File: src/rtl/smif_pkg.sv
// constants, register map and field layout of the supply monitor and interrupt flag bank
package smif_pkg;

	// ****************************************
	// register map (byte offsets, one word each)
	// ****************************************
	localparam int SMIF_NUM_REGS = 14;
	localparam int SMIF_R_SUPPLY = 0;
	localparam int SMIF_R_HALL_EDGE = 1;
	localparam int SMIF_R_EXT_EDGE = 2;
	localparam int SMIF_R_PRI_A = 3;
	localparam int SMIF_R_PRI_B = 4;
	localparam int SMIF_R_PRI_C = 5;
	localparam int SMIF_R_PRI_D = 6;
	localparam int SMIF_R_GRP_HALL = 7;
	localparam int SMIF_R_GRP_CAP_ADC = 8;
	localparam int SMIF_R_GRP_PWM = 9;
	localparam int SMIF_R_GRP_TM2 = 10;
	localparam int SMIF_R_GRP_TM0 = 11;
	localparam int SMIF_R_GRP_TM1 = 12;
	localparam int SMIF_R_GRP_TM3 = 13;
	localparam logic [7:0] SMIF_OFF_SUPPLY_MONITOR_CTRL = 8'h00;
	localparam logic [7:0] SMIF_OFF_HALL_EDGE_SELECT = 8'h04;
	localparam logic [7:0] SMIF_OFF_EXT_PIN_EDGE_SELECT = 8'h08;
	localparam logic [7:0] SMIF_OFF_PRIMARY_IRQ_CTRL_A = 8'h0C;
	localparam logic [7:0] SMIF_OFF_PRIMARY_IRQ_CTRL_B = 8'h10;
	localparam logic [7:0] SMIF_OFF_PRIMARY_IRQ_CTRL_C = 8'h14;
	localparam logic [7:0] SMIF_OFF_PRIMARY_IRQ_CTRL_D = 8'h18;
	localparam logic [7:0] SMIF_OFF_GROUPED_IRQ_HALL = 8'h1C;
	localparam logic [7:0] SMIF_OFF_GROUPED_IRQ_CAPTURE_ADC = 8'h20;
	localparam logic [7:0] SMIF_OFF_GROUPED_IRQ_PWM = 8'h24;
	localparam logic [7:0] SMIF_OFF_GROUPED_IRQ_TIMER2 = 8'h28;
	localparam logic [7:0] SMIF_OFF_GROUPED_IRQ_TIMER0 = 8'h2C;
	localparam logic [7:0] SMIF_OFF_GROUPED_IRQ_TIMER1 = 8'h30;
	localparam logic [7:0] SMIF_OFF_GROUPED_IRQ_TIMER3 = 8'h34;

	// ****************************************
	// reset value and writable bits per register
	// ****************************************
	localparam logic [7:0] SMIF_RST_REG = 8'h00;
	localparam logic [7:0] SMIF_IMPL_MASK [SMIF_NUM_REGS] = '{
		8'h17, 8'h7F, 8'h03, 8'h7F, 8'hFF, 8'hFF, 8'hDD,
		8'h77, 8'hFF, 8'hFF, 8'h33, 8'h33, 8'h33, 8'h33};

	// ****************************************
	// field positions
	// ****************************************
	localparam int SMIF_POS_LOW_FLAG = 5;
	localparam int SMIF_POS_MON_EN = 4;
	localparam int SMIF_POS_THRESH = 0;
	localparam int SMIF_THRESH_W = 3;
	localparam int SMIF_POS_GLOBAL_EN = 0;
	localparam int SMIF_POS_SUPPLY_IRQ_FLAG = 6;
	localparam int SMIF_POS_SUPPLY_IRQ_EN = 2;
	localparam int SMIF_POS_HALL_SEL = 6;
	localparam int SMIF_POS_EDGE_A = 0;
	localparam int SMIF_POS_EDGE_B = 2;
	localparam int SMIF_POS_EDGE_C = 4;
	localparam int SMIF_POS_EXT_EDGE = 0;

	typedef enum logic [1:0] {
		SMIF_EDGE_OFF = 2'h0,
		SMIF_EDGE_RISE = 2'h1,
		SMIF_EDGE_FALL = 2'h2,
		SMIF_EDGE_BOTH = 2'h3
	} smif_edge_type;

	// ****************************************
	// bus answers and timing
	// ****************************************
	localparam logic [1:0] SMIF_RESP_OKAY = 2'h0;
	localparam logic [1:0] SMIF_RESP_SLVERR = 2'h2;
	localparam int SMIF_CLK_PERIOD_NS = 50;
	localparam int SMIF_IRQ_DELAY_NS = 20000;
	localparam int SMIF_IRQ_DELAY_CYC = (SMIF_IRQ_DELAY_NS + SMIF_CLK_PERIOD_NS - 1)
		/ SMIF_CLK_PERIOD_NS;

endpackage

File: src/rtl/smif_pin_sync.sv
// three-stage pin synchroniser with agreement of the last two stages
`timescale 1ns/1ps
module smif_pin_sync #(
	parameter int W = 1
) (
	input wire logic clk_sys,
	input wire logic reset,
	input wire logic ce,
	input wire logic [W-1:0] pinIn,
	output logic [W-1:0] level
);
	logic [W-1:0] stage1_r;
	logic [W-1:0] stage2_r;
	logic [W-1:0] stage3_r;
	logic [W-1:0] level_r;

	// stage1 feeds stage2 only; the agreement test looks at stages 2 and 3
	always_ff @(posedge clk_sys) begin
		if (reset) begin
			stage1_r <= '0;
			stage2_r <= '0;
			stage3_r <= '0;
		end else if (ce) begin
			stage1_r <= pinIn;
			stage2_r <= stage1_r;
			stage3_r <= stage2_r;
		end
	end

	for (genvar g = 0; g < W; g++) begin : gBit
		always_ff @(posedge clk_sys) begin
			if (reset) begin
				level_r[g] <= 1'b0;
			end else if (ce && (stage2_r[g] == stage3_r[g])) begin
				level_r[g] <= stage3_r[g];
			end
		end
	end

	assign level = level_r;
endmodule

File: src/rtl/smif_top.sv
// supply monitor control and interrupt enable / request flag bank, AXI4-Lite slave
// ****************************************
// ****************************************
`timescale 1ns/1ps
module smif_top
	import smif_pkg::*;
#(
	parameter int ADDR_W = 8,
	parameter int IRQ_DELAY_CYC = SMIF_IRQ_DELAY_CYC
) (
	input wire logic clk_sys,
	input wire logic reset,
	input wire logic ce,
	input wire logic [ADDR_W-1:0] s_axi_awaddr,
	input wire logic s_axi_awvalid,
	output logic s_axi_awready,
	input wire logic [31:0] s_axi_wdata,
	input wire logic [3:0] s_axi_wstrb,
	input wire logic s_axi_wvalid,
	output logic s_axi_wready,
	output logic [1:0] s_axi_bresp,
	output logic s_axi_bvalid,
	input wire logic s_axi_bready,
	input wire logic [ADDR_W-1:0] s_axi_araddr,
	input wire logic s_axi_arvalid,
	output logic s_axi_arready,
	output logic [31:0] s_axi_rdata,
	output logic [1:0] s_axi_rresp,
	output logic s_axi_rvalid,
	input wire logic s_axi_rready,
	input wire logic supplyBelowThreshold,
	input wire logic sleepMode,
	input wire logic idleMode,
	input wire logic [2:0] hallPin,
	input wire logic [2:0] hallCompOut,
	input wire logic filteredInputPin,
	input wire logic extIrqPin,
	input wire logic comp0Evt,
	input wire logic overcurrentEvt,
	input wire logic timeBaseEvt,
	input wire logic uartEvt,
	input wire logic captureMatchEvt,
	input wire logic captureOverflowEvt,
	input wire logic adcLimitEvt,
	input wire logic adcEndEvt,
	input wire logic pwmPeriodEvt,
	input wire logic [2:0] pwmDutyEvt,
	input wire logic [3:0] timerPeriodEvt,
	input wire logic [3:0] timerMatchEvt,
	output logic [2:0] thresholdSelect,
	output logic monitorPowerOn,
	output logic irqRequest,
	output logic wakeFromIdle
);
	// ****************************************
	// functions
	// ****************************************
	// returns {hit, index}; misaligned or unknown addresses miss
	function automatic logic [4:0] regDecode(input logic [ADDR_W-1:0] addr);
		logic [7:0] a;
		a = 8'(addr);
		if (ADDR_W > 8 && (addr >> 8) != '0) regDecode = 5'h00;
		else if (a == SMIF_OFF_SUPPLY_MONITOR_CTRL) regDecode = 5'h10;
		else if (a == SMIF_OFF_HALL_EDGE_SELECT) regDecode = 5'h11;
		else if (a == SMIF_OFF_EXT_PIN_EDGE_SELECT) regDecode = 5'h12;
		else if (a == SMIF_OFF_PRIMARY_IRQ_CTRL_A) regDecode = 5'h13;
		else if (a == SMIF_OFF_PRIMARY_IRQ_CTRL_B) regDecode = 5'h14;
		else if (a == SMIF_OFF_PRIMARY_IRQ_CTRL_C) regDecode = 5'h15;
		else if (a == SMIF_OFF_PRIMARY_IRQ_CTRL_D) regDecode = 5'h16;
		else if (a == SMIF_OFF_GROUPED_IRQ_HALL) regDecode = 5'h17;
		else if (a == SMIF_OFF_GROUPED_IRQ_CAPTURE_ADC) regDecode = 5'h18;
		else if (a == SMIF_OFF_GROUPED_IRQ_PWM) regDecode = 5'h19;
		else if (a == SMIF_OFF_GROUPED_IRQ_TIMER2) regDecode = 5'h1A;
		else if (a == SMIF_OFF_GROUPED_IRQ_TIMER0) regDecode = 5'h1B;
		else if (a == SMIF_OFF_GROUPED_IRQ_TIMER1) regDecode = 5'h1C;
		else if (a == SMIF_OFF_GROUPED_IRQ_TIMER3) regDecode = 5'h1D;
		else regDecode = 5'h00;
	endfunction

	function automatic logic edgeHit(input logic [1:0] sel, input logic prev, input logic cur);
		edgeHit = 1'b0;
		case (smif_edge_type'(sel))
			SMIF_EDGE_RISE: edgeHit = cur & ~prev;
			SMIF_EDGE_FALL: edgeHit = ~cur & prev;
			SMIF_EDGE_BOTH: edgeHit = cur ^ prev;
			default: edgeHit = 1'b0;
		endcase
	endfunction

	// ****************************************
	// declarations
	// ****************************************
	logic [7:0] regs_r [SMIF_NUM_REGS];
	logic [7:0] setVec [SMIF_NUM_REGS];
	logic [8:0] pinLevel;
	logic [2:0] hallLevel;
	logic [2:0] hallPrev_r;
	logic extPrev_r;
	logic filtPrev_r;
	logic [2:0] hallSet;
	logic extSet;
	logic filtSet;
	logic monActive;
	logic lowFlag;
	logic [15:0] delayCnt_r;
	logic supplyIrqSet;
	logic [6:0] mfEvt;
	logic [3:0] timerIdx [4];
	logic irqRequest_r;
	logic wake_r;
	logic awHeld_r;
	logic wHeld_r;
	logic [ADDR_W-1:0] awAddr_r;
	logic [7:0] wData_r;
	logic wStrb0_r;
	logic bvalid_r;
	logic [1:0] bresp_r;
	logic rvalid_r;
	logic [1:0] rresp_r;
	logic [31:0] rdata_r;
	logic wrFire;
	logic [4:0] wrDec;
	logic [4:0] rdDec;
	logic [7:0] rdVal;

	// ****************************************
	// pin synchronisers
	// ****************************************
	smif_pin_sync #(.W(9)) uPinSync (
		.clk_sys(clk_sys),
		.reset(reset),
		.ce(ce),
		.pinIn({supplyBelowThreshold, extIrqPin, filteredInputPin, hallCompOut, hallPin}),
		.level(pinLevel)
	);

	// ****************************************
	// supply monitor
	// ****************************************
	assign monActive = regs_r[SMIF_R_SUPPLY][SMIF_POS_MON_EN] & ~sleepMode;
	assign monitorPowerOn = monActive;
	assign thresholdSelect = regs_r[SMIF_R_SUPPLY][SMIF_POS_THRESH +: SMIF_THRESH_W];
	// only the synchroniser stands between comparator and flag, so chatter passes through
	assign lowFlag = monActive & pinLevel[8];

	always_ff @(posedge clk_sys) begin
		if (reset) begin
			delayCnt_r <= 16'h0000;
		end else if (ce) begin
			if (!lowFlag) begin
				delayCnt_r <= 16'h0000;
			end else if (delayCnt_r != 16'(IRQ_DELAY_CYC)) begin
				delayCnt_r <= delayCnt_r + 16'h0001;
			end
		end
	end

	// one set per low episode; the counter parks at its end value
	assign supplyIrqSet = lowFlag && (delayCnt_r == 16'(IRQ_DELAY_CYC - 1));

	// ****************************************
	// external edge detection
	// ****************************************
	// a change of the select bit can itself look like an edge on the hall lines
	assign hallLevel = regs_r[SMIF_R_HALL_EDGE][SMIF_POS_HALL_SEL] ? pinLevel[5:3]
		: pinLevel[2:0];

	always_ff @(posedge clk_sys) begin
		if (reset) begin
			hallPrev_r <= 3'h0;
			extPrev_r <= 1'b0;
			filtPrev_r <= 1'b0;
		end else if (ce) begin
			hallPrev_r <= hallLevel;
			extPrev_r <= pinLevel[7];
			filtPrev_r <= pinLevel[6];
		end
	end

	assign hallSet[0] = edgeHit(regs_r[SMIF_R_HALL_EDGE][SMIF_POS_EDGE_A +: 2],
		hallPrev_r[0], hallLevel[0]);
	assign hallSet[1] = edgeHit(regs_r[SMIF_R_HALL_EDGE][SMIF_POS_EDGE_B +: 2],
		hallPrev_r[1], hallLevel[1]);
	assign hallSet[2] = edgeHit(regs_r[SMIF_R_HALL_EDGE][SMIF_POS_EDGE_C +: 2],
		hallPrev_r[2], hallLevel[2]);
	assign extSet = edgeHit(regs_r[SMIF_R_EXT_EDGE][SMIF_POS_EXT_EDGE +: 2],
		extPrev_r, pinLevel[7]);
	assign filtSet = pinLevel[6] & ~filtPrev_r;

	// ****************************************
	// flag set vectors
	// ****************************************
	// grouped register index for each timer number
	assign timerIdx[0] = 4'(SMIF_R_GRP_TM0);
	assign timerIdx[1] = 4'(SMIF_R_GRP_TM1);
	assign timerIdx[2] = 4'(SMIF_R_GRP_TM2);
	assign timerIdx[3] = 4'(SMIF_R_GRP_TM3);

	always_comb begin
		for (int i = 0; i < SMIF_NUM_REGS; i++) begin
			setVec[i] = 8'h00;
		end
		setVec[SMIF_R_GRP_HALL] = {1'b0, hallSet, 4'h0};
		setVec[SMIF_R_GRP_CAP_ADC] = {captureMatchEvt, captureOverflowEvt, adcLimitEvt,
			adcEndEvt, 4'h0};
		setVec[SMIF_R_GRP_PWM] = {pwmPeriodEvt, pwmDutyEvt, 4'h0};
		for (int t = 0; t < 4; t++) begin
			setVec[timerIdx[t]] = {2'h0, timerMatchEvt[t], timerPeriodEvt[t], 4'h0};
		end
		// a grouped flag is raised by any enabled member event
		mfEvt[0] = |(setVec[SMIF_R_GRP_HALL][6:4] & regs_r[SMIF_R_GRP_HALL][2:0]);
		mfEvt[1] = |(setVec[SMIF_R_GRP_CAP_ADC][7:4] & regs_r[SMIF_R_GRP_CAP_ADC][3:0]);
		mfEvt[2] = |(setVec[SMIF_R_GRP_PWM][7:4] & regs_r[SMIF_R_GRP_PWM][3:0]);
		mfEvt[3] = |(setVec[SMIF_R_GRP_TM2][5:4] & regs_r[SMIF_R_GRP_TM2][1:0]);
		mfEvt[4] = |(setVec[SMIF_R_GRP_TM0][5:4] & regs_r[SMIF_R_GRP_TM0][1:0]);
		mfEvt[5] = |(setVec[SMIF_R_GRP_TM1][5:4] & regs_r[SMIF_R_GRP_TM1][1:0]);
		mfEvt[6] = |(setVec[SMIF_R_GRP_TM3][5:4] & regs_r[SMIF_R_GRP_TM3][1:0]);
		setVec[SMIF_R_PRI_A] = {1'b0, comp0Evt, extSet, mfEvt[0], 4'h0};
		setVec[SMIF_R_PRI_B] = {overcurrentEvt, supplyIrqSet, mfEvt[1], filtSet,
			4'h0};
		setVec[SMIF_R_PRI_C] = {mfEvt[5], mfEvt[4], mfEvt[3], mfEvt[2], 4'h0};
		setVec[SMIF_R_PRI_D] = {timeBaseEvt, mfEvt[6], 1'b0, uartEvt, 4'h0};
	end

	// ****************************************
	// register storage
	// ****************************************
	for (genvar g = 0; g < SMIF_NUM_REGS; g++) begin : gReg
		always_ff @(posedge clk_sys) begin
			if (reset) begin
				regs_r[g] <= SMIF_RST_REG;
			end else if (ce) begin
				if (wrFire && wrDec == {1'b1, 4'(g)} && wStrb0_r) begin
					regs_r[g] <= (wData_r & SMIF_IMPL_MASK[g]) | setVec[g];
				end else begin
					regs_r[g] <= regs_r[g] | setVec[g];
				end
			end
		end
	end

	// ****************************************
	// request and wake outputs
	// ****************************************
	always_ff @(posedge clk_sys) begin
		if (reset) begin
			irqRequest_r <= 1'b0;
			wake_r <= 1'b0;
		end else if (ce) begin
			// the core suspends its program while this stands and its service clears the flag
			irqRequest_r <= regs_r[SMIF_R_PRI_A][SMIF_POS_GLOBAL_EN] & (
				|(regs_r[SMIF_R_PRI_A][6:4] & regs_r[SMIF_R_PRI_A][3:1]) |
				|(regs_r[SMIF_R_PRI_B][7:4] & regs_r[SMIF_R_PRI_B][3:0]) |
				|(regs_r[SMIF_R_PRI_C][7:4] & regs_r[SMIF_R_PRI_C][3:0]) |
				|(regs_r[SMIF_R_PRI_D][7:4] & regs_r[SMIF_R_PRI_D][3:0]));
			// a flag already high cannot become set, which is how software opts out
			wake_r <= idleMode & supplyIrqSet
				& ~regs_r[SMIF_R_PRI_B][SMIF_POS_SUPPLY_IRQ_FLAG];
		end
	end

	assign irqRequest = irqRequest_r;
	assign wakeFromIdle = wake_r;

	// ****************************************
	// AXI4-Lite write channel
	// ****************************************
	assign s_axi_awready = ce & ~awHeld_r & ~bvalid_r;
	assign s_axi_wready = ce & ~wHeld_r & ~bvalid_r;
	assign wrFire = awHeld_r & wHeld_r & ~bvalid_r;
	assign wrDec = regDecode(awAddr_r);

	always_ff @(posedge clk_sys) begin
		if (reset) begin
			awHeld_r <= 1'b0;
			wHeld_r <= 1'b0;
			awAddr_r <= '0;
			wData_r <= 8'h00;
			wStrb0_r <= 1'b0;
			bvalid_r <= 1'b0;
			bresp_r <= SMIF_RESP_OKAY;
		end else if (ce) begin
			if (s_axi_awvalid && s_axi_awready) begin
				awHeld_r <= 1'b1;
				awAddr_r <= s_axi_awaddr;
			end
			if (s_axi_wvalid && s_axi_wready) begin
				wHeld_r <= 1'b1;
				wData_r <= s_axi_wdata[7:0];
				wStrb0_r <= s_axi_wstrb[0];
			end
			if (wrFire) begin
				awHeld_r <= 1'b0;
				wHeld_r <= 1'b0;
				bvalid_r <= 1'b1;
				bresp_r <= wrDec[4] ? SMIF_RESP_OKAY : SMIF_RESP_SLVERR;
			end else if (bvalid_r && s_axi_bready) begin
				bvalid_r <= 1'b0;
			end
		end
	end

	assign s_axi_bvalid = bvalid_r;
	assign s_axi_bresp = bresp_r;

	// ****************************************
	// AXI4-Lite read channel
	// ****************************************
	assign s_axi_arready = ce & ~rvalid_r;
	assign rdDec = regDecode(s_axi_araddr);

	always_comb begin
		rdVal = 8'h00;
		if (rdDec[4]) begin
			rdVal = regs_r[rdDec[3:0]];
			if (rdDec[3:0] == 4'(SMIF_R_SUPPLY)) begin
				rdVal[SMIF_POS_LOW_FLAG] = lowFlag;
			end
		end
	end

	always_ff @(posedge clk_sys) begin
		if (reset) begin
			rvalid_r <= 1'b0;
			rresp_r <= SMIF_RESP_OKAY;
			rdata_r <= 32'h0000_0000;
		end else if (ce) begin
			if (s_axi_arvalid && s_axi_arready) begin
				rvalid_r <= 1'b1;
				rresp_r <= rdDec[4] ? SMIF_RESP_OKAY : SMIF_RESP_SLVERR;
				rdata_r <= {24'h00_0000, rdVal};
			end else if (rvalid_r && s_axi_rready) begin
				rvalid_r <= 1'b0;
			end
		end
	end

	assign s_axi_rvalid = rvalid_r;
	assign s_axi_rresp = rresp_r;
	assign s_axi_rdata = rdata_r;
endmodule

File: config.mk
export PLATFORM = sky130hd
export DESIGN_NAME = smif_top
export DESIGN_NICKNAME = d
export VERILOG_FILES = /design/src/rtl/smif_pkg.sv /design/src/rtl/smif_pin_sync.sv /design/src/rtl/smif_top.sv
export SDC_FILE = /design/constraint.sdc
export NUM_CORES = 1
export LEC_CHECK = 0
export ABC_AREA = 1
export ABC_CLOCK_PERIOD_IN_PS = 2850
export BUFFER_PORTS_ARGS = -buffer_cell sky130_fd_sc_hd__buf_2
export CAP_MARGIN = 30
export CORE_ASPECT_RATIO = 0.9
export CORE_MARGIN = 2
export CORE_UTILIZATION = 40
export DETAILED_ROUTE_END_ITERATION = 8
export GPL_TIMING_DRIVEN = 0
export PLACE_DENSITY = 0.56
export SYNTH_ARGS = -nofsm -noshare
export SYNTH_HDL_FRONTEND = slang
export SYNTH_SLANG_ARGS = --single-unit
File: constraint.sdc
create_clock -name clk_sys -period 2.85 [get_ports clk_sys]
set_clock_uncertainty 0.1 [all_clocks]
set_input_delay 0.4275 -clock clk_sys [delete_from_list [all_inputs] [get_ports clk_sys]]
set_output_delay 0.4275 -clock clk_sys [all_outputs]
set_load 0.01 [all_outputs]
-- Word level (Yosys, flattened, before mapping)
Memories as Yosys holds them, arrays and structs flattened.
Index checks and enable logic that the tools add are counted.
- reduce and logical (&&, ||, !) cells: 70
- bitwise gates (word level): 104
- multiplexer cells: 189
- eq/ne operators: 64
- add/sub/neg operators: 1
- operators by type and width (cell ; number):
    $mux 8 ; 29
    $mux 5 ; 28
    $mux 1 ; 123
    $eq 8x6->1 const B ; 12
    $or 8x8->8 ; 10
    $eq 5x5->1 const B ; 14
    $eq 8x5->1 const B ; 8
    $logic_and 1x1->1 ; 43
    $eq 8x4->1 const B ; 4
    $mux 16 ; 2
    $or 8x6->8 ; 4
    $or 1x1->1 ; 31
    $or 6x6->6 ; 4
    $and 1x1->1 ; 21
    $and 4x4->4 ; 5
    $reduce_or 4->1 ; 5
    $reduce_and 2->1 ; 9
    $add 16x1->16 const B ; 1
    $eq 16x9->1 const B ; 1
    $eq 2x2->1 const B ; 8
    $eq 8x3->1 const B ; 2
    $logic_not 8->1 ; 2
    $ne 16x9->1 const B ; 1
    $or 8x7->8 ; 2
    other kinds (15) ; 59
- register bits: 92
- word-level logic and storage cells: 457
- bits in writable memories: 112
- output and inout bits: 47
- memories: 1
- memories (name ; depth ; bits a word ; rd ports ; clocked after Yosys merged registers in ; write ports ; line ; RTL):
    regs_r ; 14 ; 8 ; 15 ; 0 ; 14 ; smif_top.sv:93 ; logic [7:0] regs_r [SMIF_NUM_REGS];

-- Longest topological paths before layout
- word-level depth: 24
- depth in mapped cells: 13
- mapped depth without buffers: 12

-- By module
Synthesis repeated with hierarchy kept, for this count alone.
- cell total of the unflattened synthesis: 1206
- area, all modules: 9083.7 µm²
- modules (own cells, without submodules) (module ; cells each ; instances ; area each (µm²) ; seq. area each (µm²)):
    smif_top ; 1009 ; 1 ; 7638.6 ; 3483.3
    smif_pin_sync ; 197 ; 1 ; 1445.1 ; 720.7

-- Least setup slack after synthesis
OpenSTA, ideal clock, no wires.
- path type: input -> register
- start point: input ce
- end point: memory regs_r[10][4], enable pin
- stages: 4
- path buffers: 2
- setup time: 0.410 ns
- arrival time: 1.874 ns
- path slack: 0.466 ns
- path through: buf_4 > nor2_1 > inv_1 > clkbuf_1
- RTL lines (item ; line ; RTL):
    start, declared ; smif_top.sv:13 ; input wire logic ce,
    end, declared ; smif_top.sv:93 ;

==> results.sh <==
export IMPL_required_ps=3030
export IMPL_hold_violations=0
export IMPL_whs_ps=81.1
export IMPL_gp_congestion=0.950
export IMPL_crit_type="register to register"
export IMPL_area_delta_synth_final_pct=17.0
export IMPL_maxCapViolations=0
export IMPL_post_cts_buffers=0
export IMPL_setup_viol=0
export IMPL_pwr_density_cell_nw_per_um2=553
export IMPL_grt_max_degree=26
export IMPL_crit_reg2reg_launch="regs_r[1][6]"
export IMPL_synth_top_area_cell="edfxtp_1"
export IMPL_avgRoutedWirePerCell_um=17.8
export IMPL_cp_end_kind="register"
export IMPL_drt_iter0_drc=807
export IMPL_synthesis_area_um2=8870
export IMPL_port_buffers=82
export IMPL_hold_class="primary input to register"
export IMPL_grtUsageTotal_pct=24.2
export IMPL_rsz0062_at_grt="false"
export IMPL_slew_headroom_pct=42.1
export IMPL_grt_pass1_vias=7359
export IMPL_fin_nets=1373
export IMPL_syn_area_per_cell_um2=7.76
export IMPL_synth_area_leaders="edfxtp_1 27%, dfxtp_1 20%, nand2_1 9.3%, o21ai_0 7.6%, nor2_1 6.3%"
export IMPL_synth_edf_count=80
export IMPL_clk_latency_ps=440
export IMPL_cts_buffers_inserted=17
export IMPL_die_h_um=145
export IMPL_syn_inst=1144
export IMPL_synth_seq_cells=170
export IMPL_vias_per_cell=5.15
export IMPL_drv_slew=0
export IMPL_cts_resized=0
export IMPL_pin_count=138
export IMPL_drc=0
export IMPL_setup_ws_ps=343
export IMPL_clock_sinks=170
export IMPL_ff2ff_path_depth=8
export IMPL_ant_nets=0
export IMPL_fmax_ghz=0.399
export IMPL_crit_end="regs_r[3][4]"
export IMPL_reg2reg_slack_ps=340
export IMPL_dieArea_um2=23400
export IMPL_die_w_um=161
export IMPL_outcome="finished, final reports clean"
export IMPL_period_share_pct=88.0
export IMPL_cp_start_kind="register"
export IMPL_postCtsHoldBufs=0
export IMPL_ys_seq_area_share_pct=47.4
export IMPL_drive_gt1_share_pct=16.0
export IMPL_grt_overflow=0
export IMPL_ys_flop_type="dfxtp_1"
export IMPL_clockBufferDepth=2
export IMPL_async_flop_share_pct=0
export IMPL_rr_endpoint="regs_r[3][4]"
export IMPL_initial_core_util_pct=40.9
export IMPL_hold_depth=3
export IMPL_multi_input_area_um2=3810
export IMPL_yosys_area_top_type_share_pct=27.1
export IMPL_core_area_um2=21700
export IMPL_period_minus_slack_ps=2510
export IMPL_fill_cells=2249
export IMPL_critPathArrivalTime_ps=2690
export IMPL_diodes=0
export IMPL_ys_types=47
export IMPL_place_hpwl_um=21200
export IMPL_yosys_warnings=0
export IMPL_leakagePower_nw=4.26
export IMPL_crit_fanout=7
export IMPL_regArea_um2=4200
export IMPL_hold_path_startpoint="hallCompOut[1]"
export IMPL_drt_pass1_iter_count=6
export IMPL_clk_pin_slew_worst_paths_ps=80
export IMPL_grt_pass1_wl_um=42800
export IMPL_antenna_found_initial=0
export IMPL_irDropWorstVdd_uv=420
export IMPL_place_ws_ps=291
export IMPL_cts_root_buf="clkbuf_16"
export IMPL_vias=8114
export IMPL_h_tree_depth=4
export IMPL_critPathLaunch="regs_r[1][6]"
export IMPL_cts_tree="built"
export IMPL_worst_pin_slew_ps=868
export IMPL_finalPower_mw=5.74
export IMPL_core_rowCount=51
export IMPL_wl_um=28000
layout make-up:
| class | instances | area share [%] |
|---|---|---|
| buffer | 67 | 3.95 |
| clock buffer | 19 | 4.58 |
| clock inverter | 13 | 1.30 |
| inverter | 144 | 5.23 |
| multi-input combinational | 788 | 36.7 |
| sequential | 170 | 40.5 |
| tap | 291 | 3.51 |
| timing repair buffer | 84 | 4.22 |
sequential cells by signal, summed over array words and instances (netlist names):
name and count:
uPinSync.level 9, filtPrev_r 1, wakeFromIdle 1, s_axi_rvalid 1
s_axi_rresp 1, regs_r 80, s_axi_bvalid 1, awHeld_r 1
hallPrev_r 3, wData_r 8, extPrev_r 1, uPinSync.stage1_r 9
uPinSync.stage3_r 9, irqRequest 1, s_axi_rdata 8, s_axi_bresp 1
awAddr_r 8, uPinSync.stage2_r 9, delayCnt_r 16, wStrb0_r 1
wHeld_r 1
critical path, cell delays in order (launching register included):
cell and delay, ps:
edfxtp_1 520, o21ai_0 370, ha_1 290, or2_2 290, a31oi_1 270, nand2_1 90
nand3_1 180, nor2_1 60, o21ai_0 180
synth_stat cells (all sizes together) (8+ instances only):
cell type    n
nand2      224
nor2       166
o21ai      145
inv        142
dfxtp       90
edfxtp      80
a21oi       63
nand3       54
buf         49
nand4       21
clkbuf      18
o22ai       18
nor3        13
ha          10
o211ai      10
a31oi        8
cell usage in the layout (no fill, tap or decap), drive strengths merged, types with 13 or more instances in the layout:
cell | netlist | final
nand2 | 224 | 224
dfxtp | 90 | 90
nor3 | 13 | 13
edfxtp | 80 | 80
nor2 | 166 | 166
o22ai | 18 | 18
nand3 | 54 | 54
nand4 | 21 | 21
a21oi | 63 | 63
conb | 1 | 26
clkbuf | 18 | 38
buf | 49 | 132
inv | 142 | 152
o21ai | 145 | 145
cells by family after synthesis:
family / share of synthesized area [%]
simple gates: 24.4
compound gates: 15.7
other cells: 0.0423
fa+ha+maj: 1.41
xor+xnor: 0.395
buf+inv: 10.7
flops: 47.4
how the worst min path moves through the flow:
stage	endpoint	slack, ps
3_5_place_dp	uPinSync.stage3_r[6]	340
6_report	uPinSync.stage1_r[4]	80
2_1_floorplan	uPinSync.stage3_r[3]	320
5_1_grt	uPinSync.stage1_r[7]	90
3_3_place_gp	uPinSync.stage3_r[6]	340
4_1_cts	uPinSync.stage1_r[4]	70
per-layer routing:
metal / track usage, % / share of wire, % / vias up
met3: 4.86 / 7.9 / 52
met2: 35.5 / 42 / 311
met1: 35.9 / 48 / 3741
met4: 7.05 / 2.4 / 0
li1: - / - / 4010
met5: 0 / 0 / -
stage by stage:
| step | instance area, µm² | instances | setup TNS [ps] | utilization, % |
|---|---|---|---|---|
| after CTS | 10400 | 1575 | 0 | 47.8 |
| after global placement | 9740 | 1542 | -27640 | 44.9 |
| after global routing | 10400 | 1576 | 0 | 47.8 |
| after floorplan | 8970 | 1169 | 0 | - |
| after detailed placement | 9760 | 1543 | 0 | 45.0 |
| final | 10400 | 1576 | 0 | 47.8 |
power breakdown:
part,internal [mW],switching (mW),total [mW]
clock network,1.28,1.14,2.42
logic,0.186,0.385,0.571
registers,2.67,0.0858,2.75
No activity file was read; power rests on OpenSTA's default activity.
